--- src/inc/sfr_pkg.sv ---
// shared constants and types for the sample fifo register block
package sfr_pkg;

    // register offsets
    localparam logic [7:0] SFR_REG_STATUS = 8'h00;
    localparam logic [7:0] SFR_REG_MASK   = 8'h01;
    localparam logic [7:0] SFR_REG_WRPOS  = 8'h02;
    localparam logic [7:0] SFR_REG_LOST   = 8'h03;
    localparam logic [7:0] SFR_REG_RDPOS  = 8'h04;
    localparam logic [7:0] SFR_REG_DATA   = 8'h05;
    localparam logic [7:0] SFR_REG_LAST   = 8'hFF;

    // field positions: event flags and masks sit in bits 7:4, supply flag in bit 0
    localparam int SFR_EVT_LSB  = 4;
    localparam int SFR_PWR_BIT  = 0;
    localparam int SFR_F_AFULL  = 3;
    localparam int SFR_F_TEMP   = 2;
    localparam int SFR_F_PULSE  = 1;
    localparam int SFR_F_OXI    = 0;

    // reset values
    localparam logic [3:0] SFR_MASK_RST  = 4'h0;
    localparam logic [3:0] SFR_PTR_RST   = 4'h0;
    localparam logic [3:0] SFR_LOST_RST  = 4'h0;
    localparam logic [3:0] SFR_LOST_MAX  = 4'hF;
    localparam logic [7:0] SFR_RDATA_RST = 8'h00;

    // operating modes as seen on the mode input
    localparam logic [2:0] SFR_MODE_OFF  = 3'h0;
    localparam logic [2:0] SFR_MODE_HR   = 3'h2;
    localparam logic [2:0] SFR_MODE_OXI  = 3'h3;

    // fifo geometry
    localparam int SFR_DEPTH = 16;
    localparam logic [1:0] SFR_LAST_BYTE = 2'h3;

    // serial target address; value is arbitrary
    localparam logic [6:0] SFR_DEV_ADDR = 7'h2A;
    localparam logic [3:0] SFR_BITS     = 4'h8;

    // serial engine states
    typedef enum logic [2:0] {
        SFR_IDLE, SFR_ADDR, SFR_AACK, SFR_WRB, SFR_WACK, SFR_RDB, SFR_MACK
    } sfr_i2c_e;

    // byte events from the serial engine to the register core
    typedef struct packed {
        logic       wr;     // one received data byte
        logic       ptr;    // the byte is the register address
        logic       rd;     // one byte taken for transmit
        logic [7:0] data;
    } sfr_ev_s;

endpackage

--- src/design/sfr_core.sv ---
// sample fifo, event flags and register map of the pulse sensor
// Overview of operation
// - supply rising above lockout sets the supply-up flag
// - four event sources have mask bits; supply-up always drives the interrupt
// - brownout resets state, leaving every maskable source disabled
// - masked source still sets its status bit but keeps interrupt high
// - 4-bit write position names next slot, advances per stored sample
// - host write to write position accepted only when mode nonzero
// - full fifo drops new samples, lost count increments, saturating at fifteen
// - lost count clears whenever the read position advances
// - host may write read position to re-fetch samples
// - circular buffer of sixteen four-byte entries, ir then red
// - data port reads keep the register address, returning next fifo byte
// - other registers advance the address after each burst byte
// - address does not wrap after the top register; later bytes meaningless
// - read position advances only after all four sample bytes read
// - results stored left-justified, msb at bit fifteen
// - samples stored in pulse-only mode read zero in third and fourth bytes
// - pointers survive mode changes, cleared by lockout, srst or a host write of zero
// - interrupt low while enabled flag set; status or data read clears
// - almost-full raised when write equals read minus one in active modes
module sfr_core import sfr_pkg::*; (
    input  wire logic        mclk,
    input  wire logic        srst,
    input  wire logic        scl_i,
    input  wire logic        sda_i,
    output logic             sda_o,
    output logic             sda_oe,
    output logic             irq_n,
    input  wire logic        supply_ok,
    input  wire logic [2:0]  op_mode,
    input  wire logic        smp_valid,
    input  wire logic [15:0] smp_ir,
    input  wire logic [15:0] smp_red,
    input  wire logic [1:0]  smp_res,
    input  wire logic        temp_done
);

    typedef struct packed {
        logic       sup_m, sup_s, sup_d;
        logic [3:0] mask;
        logic [3:0] wr_pos;
        logic [3:0] rd_pos;
        logic [3:0] lost;
        logic       full;
        logic [1:0] byte_idx;
        logic [7:0] reg_ptr;
        logic       ptr_top;
        logic [3:0] flags;
        logic       pwr;
        logic       irq_n;
    } sfr_core_s;

    localparam sfr_core_s SFR_CORE_RST = '{
        mask: SFR_MASK_RST, wr_pos: SFR_PTR_RST, rd_pos: SFR_PTR_RST,
        lost: SFR_LOST_RST, irq_n: 1'b1, default: '0};

    sfr_core_s   q, n;
    sfr_ev_s     ev;
    // one word per sample, so a push can never be seen half written
    logic [31:0] fifo_mem [SFR_DEPTH];
    logic [31:0] rd_word;
    logic [31:0] wr_word;
    logic [7:0]  rd_byte;
    logic        active_mode;
    logic        push_ok;
    logic [3:0]  push_addr;

    sfr_i2c_target u_i2c (
        .mclk    (mclk),
        .srst    (srst),
        .scl_i   (scl_i),
        .sda_i   (sda_i),
        .rd_byte (rd_byte),
        .sda_o   (sda_o),
        .sda_oe  (sda_oe),
        .ev      (ev)
    );

    // shift a right-justified result so its msb lands at bit 15
    function automatic logic [15:0] left_just(input logic [15:0] raw, input logic [1:0] res);
        case (res)
            2'h0:    left_just = {raw[12:0], 3'h0};
            2'h1:    left_just = {raw[13:0], 2'h0};
            2'h2:    left_just = {raw[14:0], 1'h0};
            default: left_just = raw;
        endcase
    endfunction

    assign active_mode = (op_mode == SFR_MODE_HR) || (op_mode == SFR_MODE_OXI);

    // whole sample in one word; red forced to zero in pulse-only mode
    assign wr_word = {left_just(smp_ir, smp_res),
                      (op_mode == SFR_MODE_HR) ? 16'h0000 : left_just(smp_red, smp_res)};

    // whole sample word under the read position; the mux below picks the byte
    assign rd_word = fifo_mem[q.rd_pos];

    // read mux; the engine latches this on its own edge
    always_comb begin
        rd_byte = SFR_RDATA_RST;
        if (q.ptr_top) begin
            rd_byte = SFR_RDATA_RST;
        end else if (q.reg_ptr == SFR_REG_STATUS) begin
            rd_byte = {q.flags, 3'h0, q.pwr};
        end else if (q.reg_ptr == SFR_REG_MASK) begin
            rd_byte = {q.mask, 4'h0};
        end else if (q.reg_ptr == SFR_REG_WRPOS) begin
            rd_byte = {4'h0, q.wr_pos};
        end else if (q.reg_ptr == SFR_REG_LOST) begin
            rd_byte = {4'h0, q.lost};
        end else if (q.reg_ptr == SFR_REG_RDPOS) begin
            rd_byte = {4'h0, q.rd_pos};
        end else if (q.reg_ptr == SFR_REG_DATA) begin
            case (q.byte_idx)
                2'h0:    rd_byte = rd_word[31:24];
                2'h1:    rd_byte = rd_word[23:16];
                2'h2:    rd_byte = rd_word[15:8];
                default: rd_byte = rd_word[7:0];
            endcase
        end
    end

    // next state: host ops first, then device events so a set beats a clear
    always_comb begin
        n = q;
        push_ok = 1'b0;
        push_addr = q.wr_pos;
        n.sup_m = supply_ok;
        n.sup_s = q.sup_m;
        n.sup_d = q.sup_s;

        // address register load and register writes
        if (ev.wr && ev.ptr) begin
            n.reg_ptr = ev.data;
            n.ptr_top = 1'b0;
        end else if (ev.wr) begin
            if (q.reg_ptr == SFR_REG_MASK) begin
                n.mask = ev.data[7:4];
            end else if (q.reg_ptr == SFR_REG_WRPOS && op_mode != SFR_MODE_OFF) begin
                n.wr_pos = ev.data[3:0];
                n.full = 1'b0;
            end else if (q.reg_ptr == SFR_REG_LOST) begin
                n.lost = ev.data[3:0];
            end else if (q.reg_ptr == SFR_REG_RDPOS) begin
                n.rd_pos = ev.data[3:0];
                n.byte_idx = 2'h0;
                n.full = 1'b0;
            end
        end

        // reads: clear-on-read and fifo byte stepping
        if (ev.rd) begin
            if (q.reg_ptr == SFR_REG_STATUS || q.reg_ptr == SFR_REG_DATA) begin
                n.flags = 4'h0;
                n.pwr = 1'b0;
            end
            if (q.reg_ptr == SFR_REG_DATA && !q.ptr_top) begin
                n.byte_idx = q.byte_idx + 2'h1;
                if (q.byte_idx == SFR_LAST_BYTE) begin
                    n.rd_pos = q.rd_pos + 4'h1;
                    n.lost = SFR_LOST_RST;
                    n.full = 1'b0;
                end
            end
        end

        // address stepping after each byte, held on the data port and at the top
        if ((ev.rd || (ev.wr && !ev.ptr)) && q.reg_ptr != SFR_REG_DATA) begin
            if (q.reg_ptr == SFR_REG_LAST) begin
                n.ptr_top = 1'b1;
            end else begin
                n.reg_ptr = q.reg_ptr + 8'h01;
            end
        end

        // sample arrival
        if (smp_valid) begin
            if (n.full) begin
                if (n.lost != SFR_LOST_MAX) begin
                    n.lost = n.lost + 4'h1;
                end
            end else begin
                push_ok = 1'b1;
                push_addr = n.wr_pos;
                n.wr_pos = n.wr_pos + 4'h1;
                n.full = (n.wr_pos == n.rd_pos);
                if (active_mode && (n.wr_pos == n.rd_pos - 4'h1)) begin
                    n.flags[SFR_F_AFULL] = 1'b1;
                end
            end
            if (active_mode) begin
                n.flags[SFR_F_PULSE] = 1'b1;
            end
            if (op_mode == SFR_MODE_OXI) begin
                n.flags[SFR_F_OXI] = 1'b1;
            end
        end
        if (temp_done) begin
            n.flags[SFR_F_TEMP] = 1'b1;
        end

        // supply rising through lockout
        if (q.sup_s && !q.sup_d) begin
            n.pwr = 1'b1;
        end

        // below lockout: core register state back to defaults; fifo words and serial engine untouched
        if (!q.sup_s) begin
            n = SFR_CORE_RST;
            n.sup_m = supply_ok;
            n.sup_s = q.sup_m;
            n.sup_d = q.sup_s;
            push_ok = 1'b0;
        end

        // supply-up bypasses the mask, events need their enable
        n.irq_n = ~(n.pwr | (|(n.flags & n.mask)));
    end

    always_ff @(posedge mclk) begin
        if (srst) begin
            q <= SFR_CORE_RST;
        end else begin
            q <= n;
        end
    end

    // sample storage; no reset needed, pointers guard the contents
    always_ff @(posedge mclk) begin
        if (push_ok && !srst) begin
            fifo_mem[push_addr] <= wr_word;
        end
    end

    assign irq_n = q.irq_n;
endmodule

--- src/design/sfr_i2c_target.sv ---
// serial target engine: pin sampling, framing, byte events
module sfr_i2c_target import sfr_pkg::*; (
    input  wire logic       mclk,
    input  wire logic       srst,
    input  wire logic       scl_i,
    input  wire logic       sda_i,
    input  wire logic [7:0] rd_byte,
    output logic            sda_o,
    output logic            sda_oe,
    output sfr_ev_s         ev
);

    typedef struct packed {
        logic       scl_m, scl_s, scl_d;
        logic       sda_m, sda_s, sda_d;
        sfr_i2c_e   st;
        logic [3:0] bitcnt;
        logic [7:0] sh;
        logic       rw;
        logic       first;
        logic       oe;
        logic       lvl;
        sfr_ev_s    ev;
    } sfr_i2c_s;

    localparam sfr_i2c_s SFR_I2C_RST = '{st: SFR_IDLE, default: '0};

    sfr_i2c_s q, n;
    logic     scl_rise, scl_fall, start_c, stop_c;

    // edges come only from the second and third stages
    assign scl_rise = q.scl_s & ~q.scl_d;
    assign scl_fall = ~q.scl_s & q.scl_d;
    assign start_c  = q.scl_s & q.scl_d & q.sda_d & ~q.sda_s;
    assign stop_c   = q.scl_s & q.scl_d & ~q.sda_d & q.sda_s;

    // framing; read bytes are taken at the falling edge that starts them
    always_comb begin
        n = q;
        n.scl_m = scl_i;
        n.scl_s = q.scl_m;
        n.scl_d = q.scl_s;
        n.sda_m = sda_i;
        n.sda_s = q.sda_m;
        n.sda_d = q.sda_s;
        n.ev = '0;
        n.lvl = 1'b0;
        if (start_c) begin
            n.st = SFR_ADDR;
            n.bitcnt = '0;
            n.oe = 1'b0;
        end else if (stop_c) begin
            n.st = SFR_IDLE;
            n.oe = 1'b0;
        end else if (scl_rise) begin
            if (q.st == SFR_ADDR || q.st == SFR_WRB) begin
                n.sh = {q.sh[6:0], q.sda_s};
                n.bitcnt = q.bitcnt + 4'h1;
            end else if (q.st == SFR_MACK && q.sda_s) begin
                n.st = SFR_IDLE; // controller nack ends the read
            end
        end else if (scl_fall) begin
            case (q.st)
                SFR_ADDR: begin
                    if (q.bitcnt == SFR_BITS) begin
                        n.st = (q.sh[7:1] == SFR_DEV_ADDR) ? SFR_AACK : SFR_IDLE;
                        n.oe = (q.sh[7:1] == SFR_DEV_ADDR);
                        n.rw = q.sh[0];
                    end
                end
                SFR_WRB: begin
                    if (q.bitcnt == SFR_BITS) begin
                        n.st = SFR_WACK;
                        n.oe = 1'b1;
                        n.ev.wr = 1'b1;
                        n.ev.ptr = q.first;
                        n.ev.data = q.sh;
                        n.first = 1'b0;
                    end
                end
                SFR_WACK: begin
                    n.st = SFR_WRB;
                    n.oe = 1'b0;
                    n.bitcnt = '0;
                end
                SFR_AACK, SFR_MACK: begin
                    if (q.st == SFR_AACK && !q.rw) begin
                        n.st = SFR_WRB;
                        n.oe = 1'b0;
                        n.bitcnt = '0;
                        n.first = 1'b1;
                    end else begin
                        n.st = SFR_RDB;
                        n.sh = rd_byte;
                        n.oe = ~rd_byte[7];
                        n.bitcnt = 4'h1;
                        n.ev.rd = 1'b1;
                    end
                end
                SFR_RDB: begin
                    if (q.bitcnt == SFR_BITS) begin
                        n.st = SFR_MACK;
                        n.oe = 1'b0;
                    end else begin
                        n.sh = {q.sh[6:0], 1'b0};
                        n.oe = ~q.sh[6];
                        n.bitcnt = q.bitcnt + 4'h1;
                    end
                end
                default: n.oe = 1'b0;
            endcase
        end
    end

    always_ff @(posedge mclk) begin
        if (srst) begin
            q <= SFR_I2C_RST;
        end else begin
            q <= n;
        end
    end

    assign sda_o  = q.lvl;
    assign sda_oe = q.oe;
    assign ev     = q.ev;

endmodule

--- config.mk ---
export PLATFORM = sky130hd
export DESIGN_NAME = sfr_core
export DESIGN_NICKNAME = d
export VERILOG_FILES = /design/src/inc/sfr_pkg.sv /design/src/design/sfr_core.sv /design/src/design/sfr_i2c_target.sv
export SDC_FILE = /design/constraint.sdc
export NUM_CORES = 1
export LEC_CHECK = 0
export ABC_AREA = 1
export BUFFER_PORTS_ARGS = -buffer_cell sky130_fd_sc_hd__buf_2
export CORE_MARGIN = 3
export CORE_UTILIZATION = 34
export CTS_CLUSTER_DIAMETER = 80
export DETAILED_ROUTE_END_ITERATION = 12
export SYNTH_ARGS = -nofsm -noshare
export SYNTH_HDL_FRONTEND = slang
export SYNTH_SLANG_ARGS = --single-unit
--- constraint.sdc ---
create_clock -name mclk -period 4.6 [get_ports mclk]
set_input_delay 0.46 -clock mclk [delete_from_list [all_inputs] [get_ports mclk]]
set_output_delay 0.46 -clock mclk [all_outputs]
set_load 0.05 [all_outputs]
==> results.yml <==
layout:
  final_common_cell: "nand2_1"
  layout-drive-gt1-share: 0.100
  multi_input_comb_area_um2: 8020
  final_cell_mix: "nand2_1 (622), edfxtp_1 (512), nor2_1 (326), nand3_1 (290), o21ai_0 (177)"
  final_cells: 3624
  nFillCells: 7300
  regArea_um2: 16800
  final_nets: 2671
  diodes: 0
  area_growth_pct: 12.8
synth:
  synth_area_per_cell_um2: 10.0
  synthCells: 2589
  yosysUniqueCellTypes: 54
  synth.cell_area_um2: 26000
  ys_warn_count: 0
  synthesis.nets: 2651
  synth_top_area_cell: "edfxtp_1"
  synthFlopType: "edfxtp_1"
  synth-seq-cells: 584
  synth_edf_count: 512
  async_reset_ff_frac: 0
  synth.area.top_cells: "edfxtp_1 (59%), nand2_1 (9.0%), nand3_1 (5.6%)"
  yosysSeqAreaShare: 0.647
  synth_top_area_frac: 0.592
grt:
  grt_pass1_vias: 17269
  grt_max_degree: 169
  antenna_found_initial: 0
  grt_use_total: 0.175
  overflow: 0
  grt_pass1_wl_mm: 107
cts:
  ctsLongestPathBuffers: 3
  ctsRootBufferMaster: "clkbuf_16"
  cts_setup_buffers: 0
  htreeDepth: 2
  cts_made_buffers: 58
  cts_tree: "done"
  insertion_delay_ps: 630
  clkSinkCount: 584
  post_cts_resized: 0
  clkTransAtPathRegs_ps: 60
  ctsHoldBuffers: 0
routing:
  firstDrtPassIters: 6
  final_antenna_net_count: 0
  met1_length_mm: 30.9
  wl_mm: 70.3
  drtIter0Drc: 1612
  drcViolationCount: 0
  dr.max_layer_used: "met4"
  via_count: 18406
  post_drt_via_cell_ratio: 5.08
  detail_route.wl_per_cell_um: 19.4
  wl_met3_mm: 4.50
  dr_wl_met2_mm: 33.2
setup_path:
  cp_max_fo: 17
  crit_start: "u_i2c.ev[10]"
  reg2regPathDepth: 12
  start_kind: "flop"
  end_kind: "flop"
  required_ps: 4900
  path_class: "reg2reg"
  r2r_start: "u_i2c.ev[10]"
  cp_data_arrival_time_ps: 3760
timing:
  tightest_slew_ps: 1330
  hold_viol_final: 0
  tns_ps: 0
  drv_slew: 0
  clock.fmax_mhz: 289
  slew_headroom: 0.107
  rsz0062_at_grt: "false"
  fin_crit_ps: 3460
  setup_viol: 0
  fin_crit_sh: 0.752
  skew_ps: 20.1
min_path:
  hp-class: "in2reg"
  whs_path_depth: 3
  hp-start: "supply_ok"
power:
  powerDensity_nw_per_um2: 371
  irDropWorstVdd_mv: 0.304
  p_leak_nw: 10.9
  finalPower_mw: 10.9
floorplan:
  rows: 100
  fp.dieW_um: 282
  die_h_um: 282
  die_area_um2: 79700
  num_io_pins: 47
  fp.coreArea_um2: 75100
  start_util: 0.346
placed_design:
  dp_cells: 3518
  post-dp-hpwl_mm: 43.3
  port_buffers: 45
  place_congestion: 0.848
run:
  drv_cap: 0
status:
  outcome: "finished clean"
## final timing paths
| check | to | slack (ps) |
|---|---|---|
| min | q[36] | 40 |
| max reg2reg | fifo_mem[15][25] | 1140 |
| max | fifo_mem[15][25] | 1140 |
| min reg2reg | q[35] | 400 |
## metal layers
metal	up-vias	track usage
met1	8839	0.247
met5	-	0
met3	102	0.0202
met4	0	0.0492
li1	8889	-
met2	576	0.287
## Yosys cell counts (all sizes together), types with 2 or more instances
| library cell | number |
|---|---|
| clkbuf | 50 |
| a41oi | 2 |
| nor3 | 15 |
| nor2 | 355 |
| nand4 | 5 |
| a21oi | 72 |
| o211ai | 20 |
| o22ai | 11 |
| a31oi | 4 |
| inv | 181 |
| nor4 | 5 |
| ha | 18 |
| buf | 84 |
| edfxtp | 512 |
| o221ai | 7 |
| o21ai | 190 |
| nand2 | 640 |
| a22oi | 3 |
| o2111ai | 7 |
| a221oi | 5 |
| xor2 | 6 |
| mux2 | 2 |
| or2 | 4 |
| dfxtp | 72 |
| nand3 | 295 |
| a311oi | 2 |
| a211oi | 11 |
| clkinv | 2 |
## sequential cells by signal, summed over array words and instances, names as in the netlist
| register | cells |
|---|---|
| fifo_mem | 512 |
| q | 36 |
| u_i2c.q | 19 |
| u_i2c.ev | 11 |
| u_i2c.n | 4 |
| irq_n | 1 |
| u_i2c.sda_oe | 1 |
## worst max-delay path, cell delays in order, from the launching register on
cell and delay, ps:
dfxtp_1 330, nand2_1 340, nand2_1 240, nor2_8 240, nand2_4 120, o21ai_0 230, inv_1 100, nand2_1 60
o21ai_0 140, inv_1 110, nand2_1 220, nor2_4 580, buf_4 390
## power by group
group / switching [mW] / leakage [nW] / internal (mW)
Clock: 2.03 / 0.900 / 2.65
Combinational: 0.286 / 4.77 / 0.0669
Sequential: 0.00510 / 5.23 / 5.84
## metrics by stage
step / setup slack (ps) / utilization / cell area (um^2) / hold slack [ps]
CTS: 1090 / 0.390 / 29300 / 8.81
global route: 757 / 0.390 / 29300 / 20.0
floorplan: 1080 / - / 26000 / 388
global placement: 1140 / 0.366 / 27500 / 391
detailed placement: 1110 / 0.366 / 27500 / 394
finish: 1140 / 0.390 / 29300 / 42.0
## cell families after synthesis
logic type | count (synthesis) | share of synthesized area
multiplexers | 2 | 0.000867
adder cells (fa/ha/maj) | 18 | 0.00867
buffers and inverters | 317 | 0.0511
AO/OA/AOI/OAI | 338 | 0.0739
AND/OR/NAND/NOR | 1323 | 0.216
flip-flops | 584 | 0.647
other | 1 | 0.000144
XOR/XNOR | 6 | 0.00202
## area by class of cell
class | count | share of cell area
Sequential cell | 584 | 0.574
Multi-Input combinational cell | 1688 | 0.274
Timing Repair Buffer | 94 | 0.0237
Clock buffer | 72 | 0.0524
Clock inverter | 34 | 0.0109
Inverter | 183 | 0.0239
Tap cell | 969 | 0.0414
(Power assumes the default switching activity.)
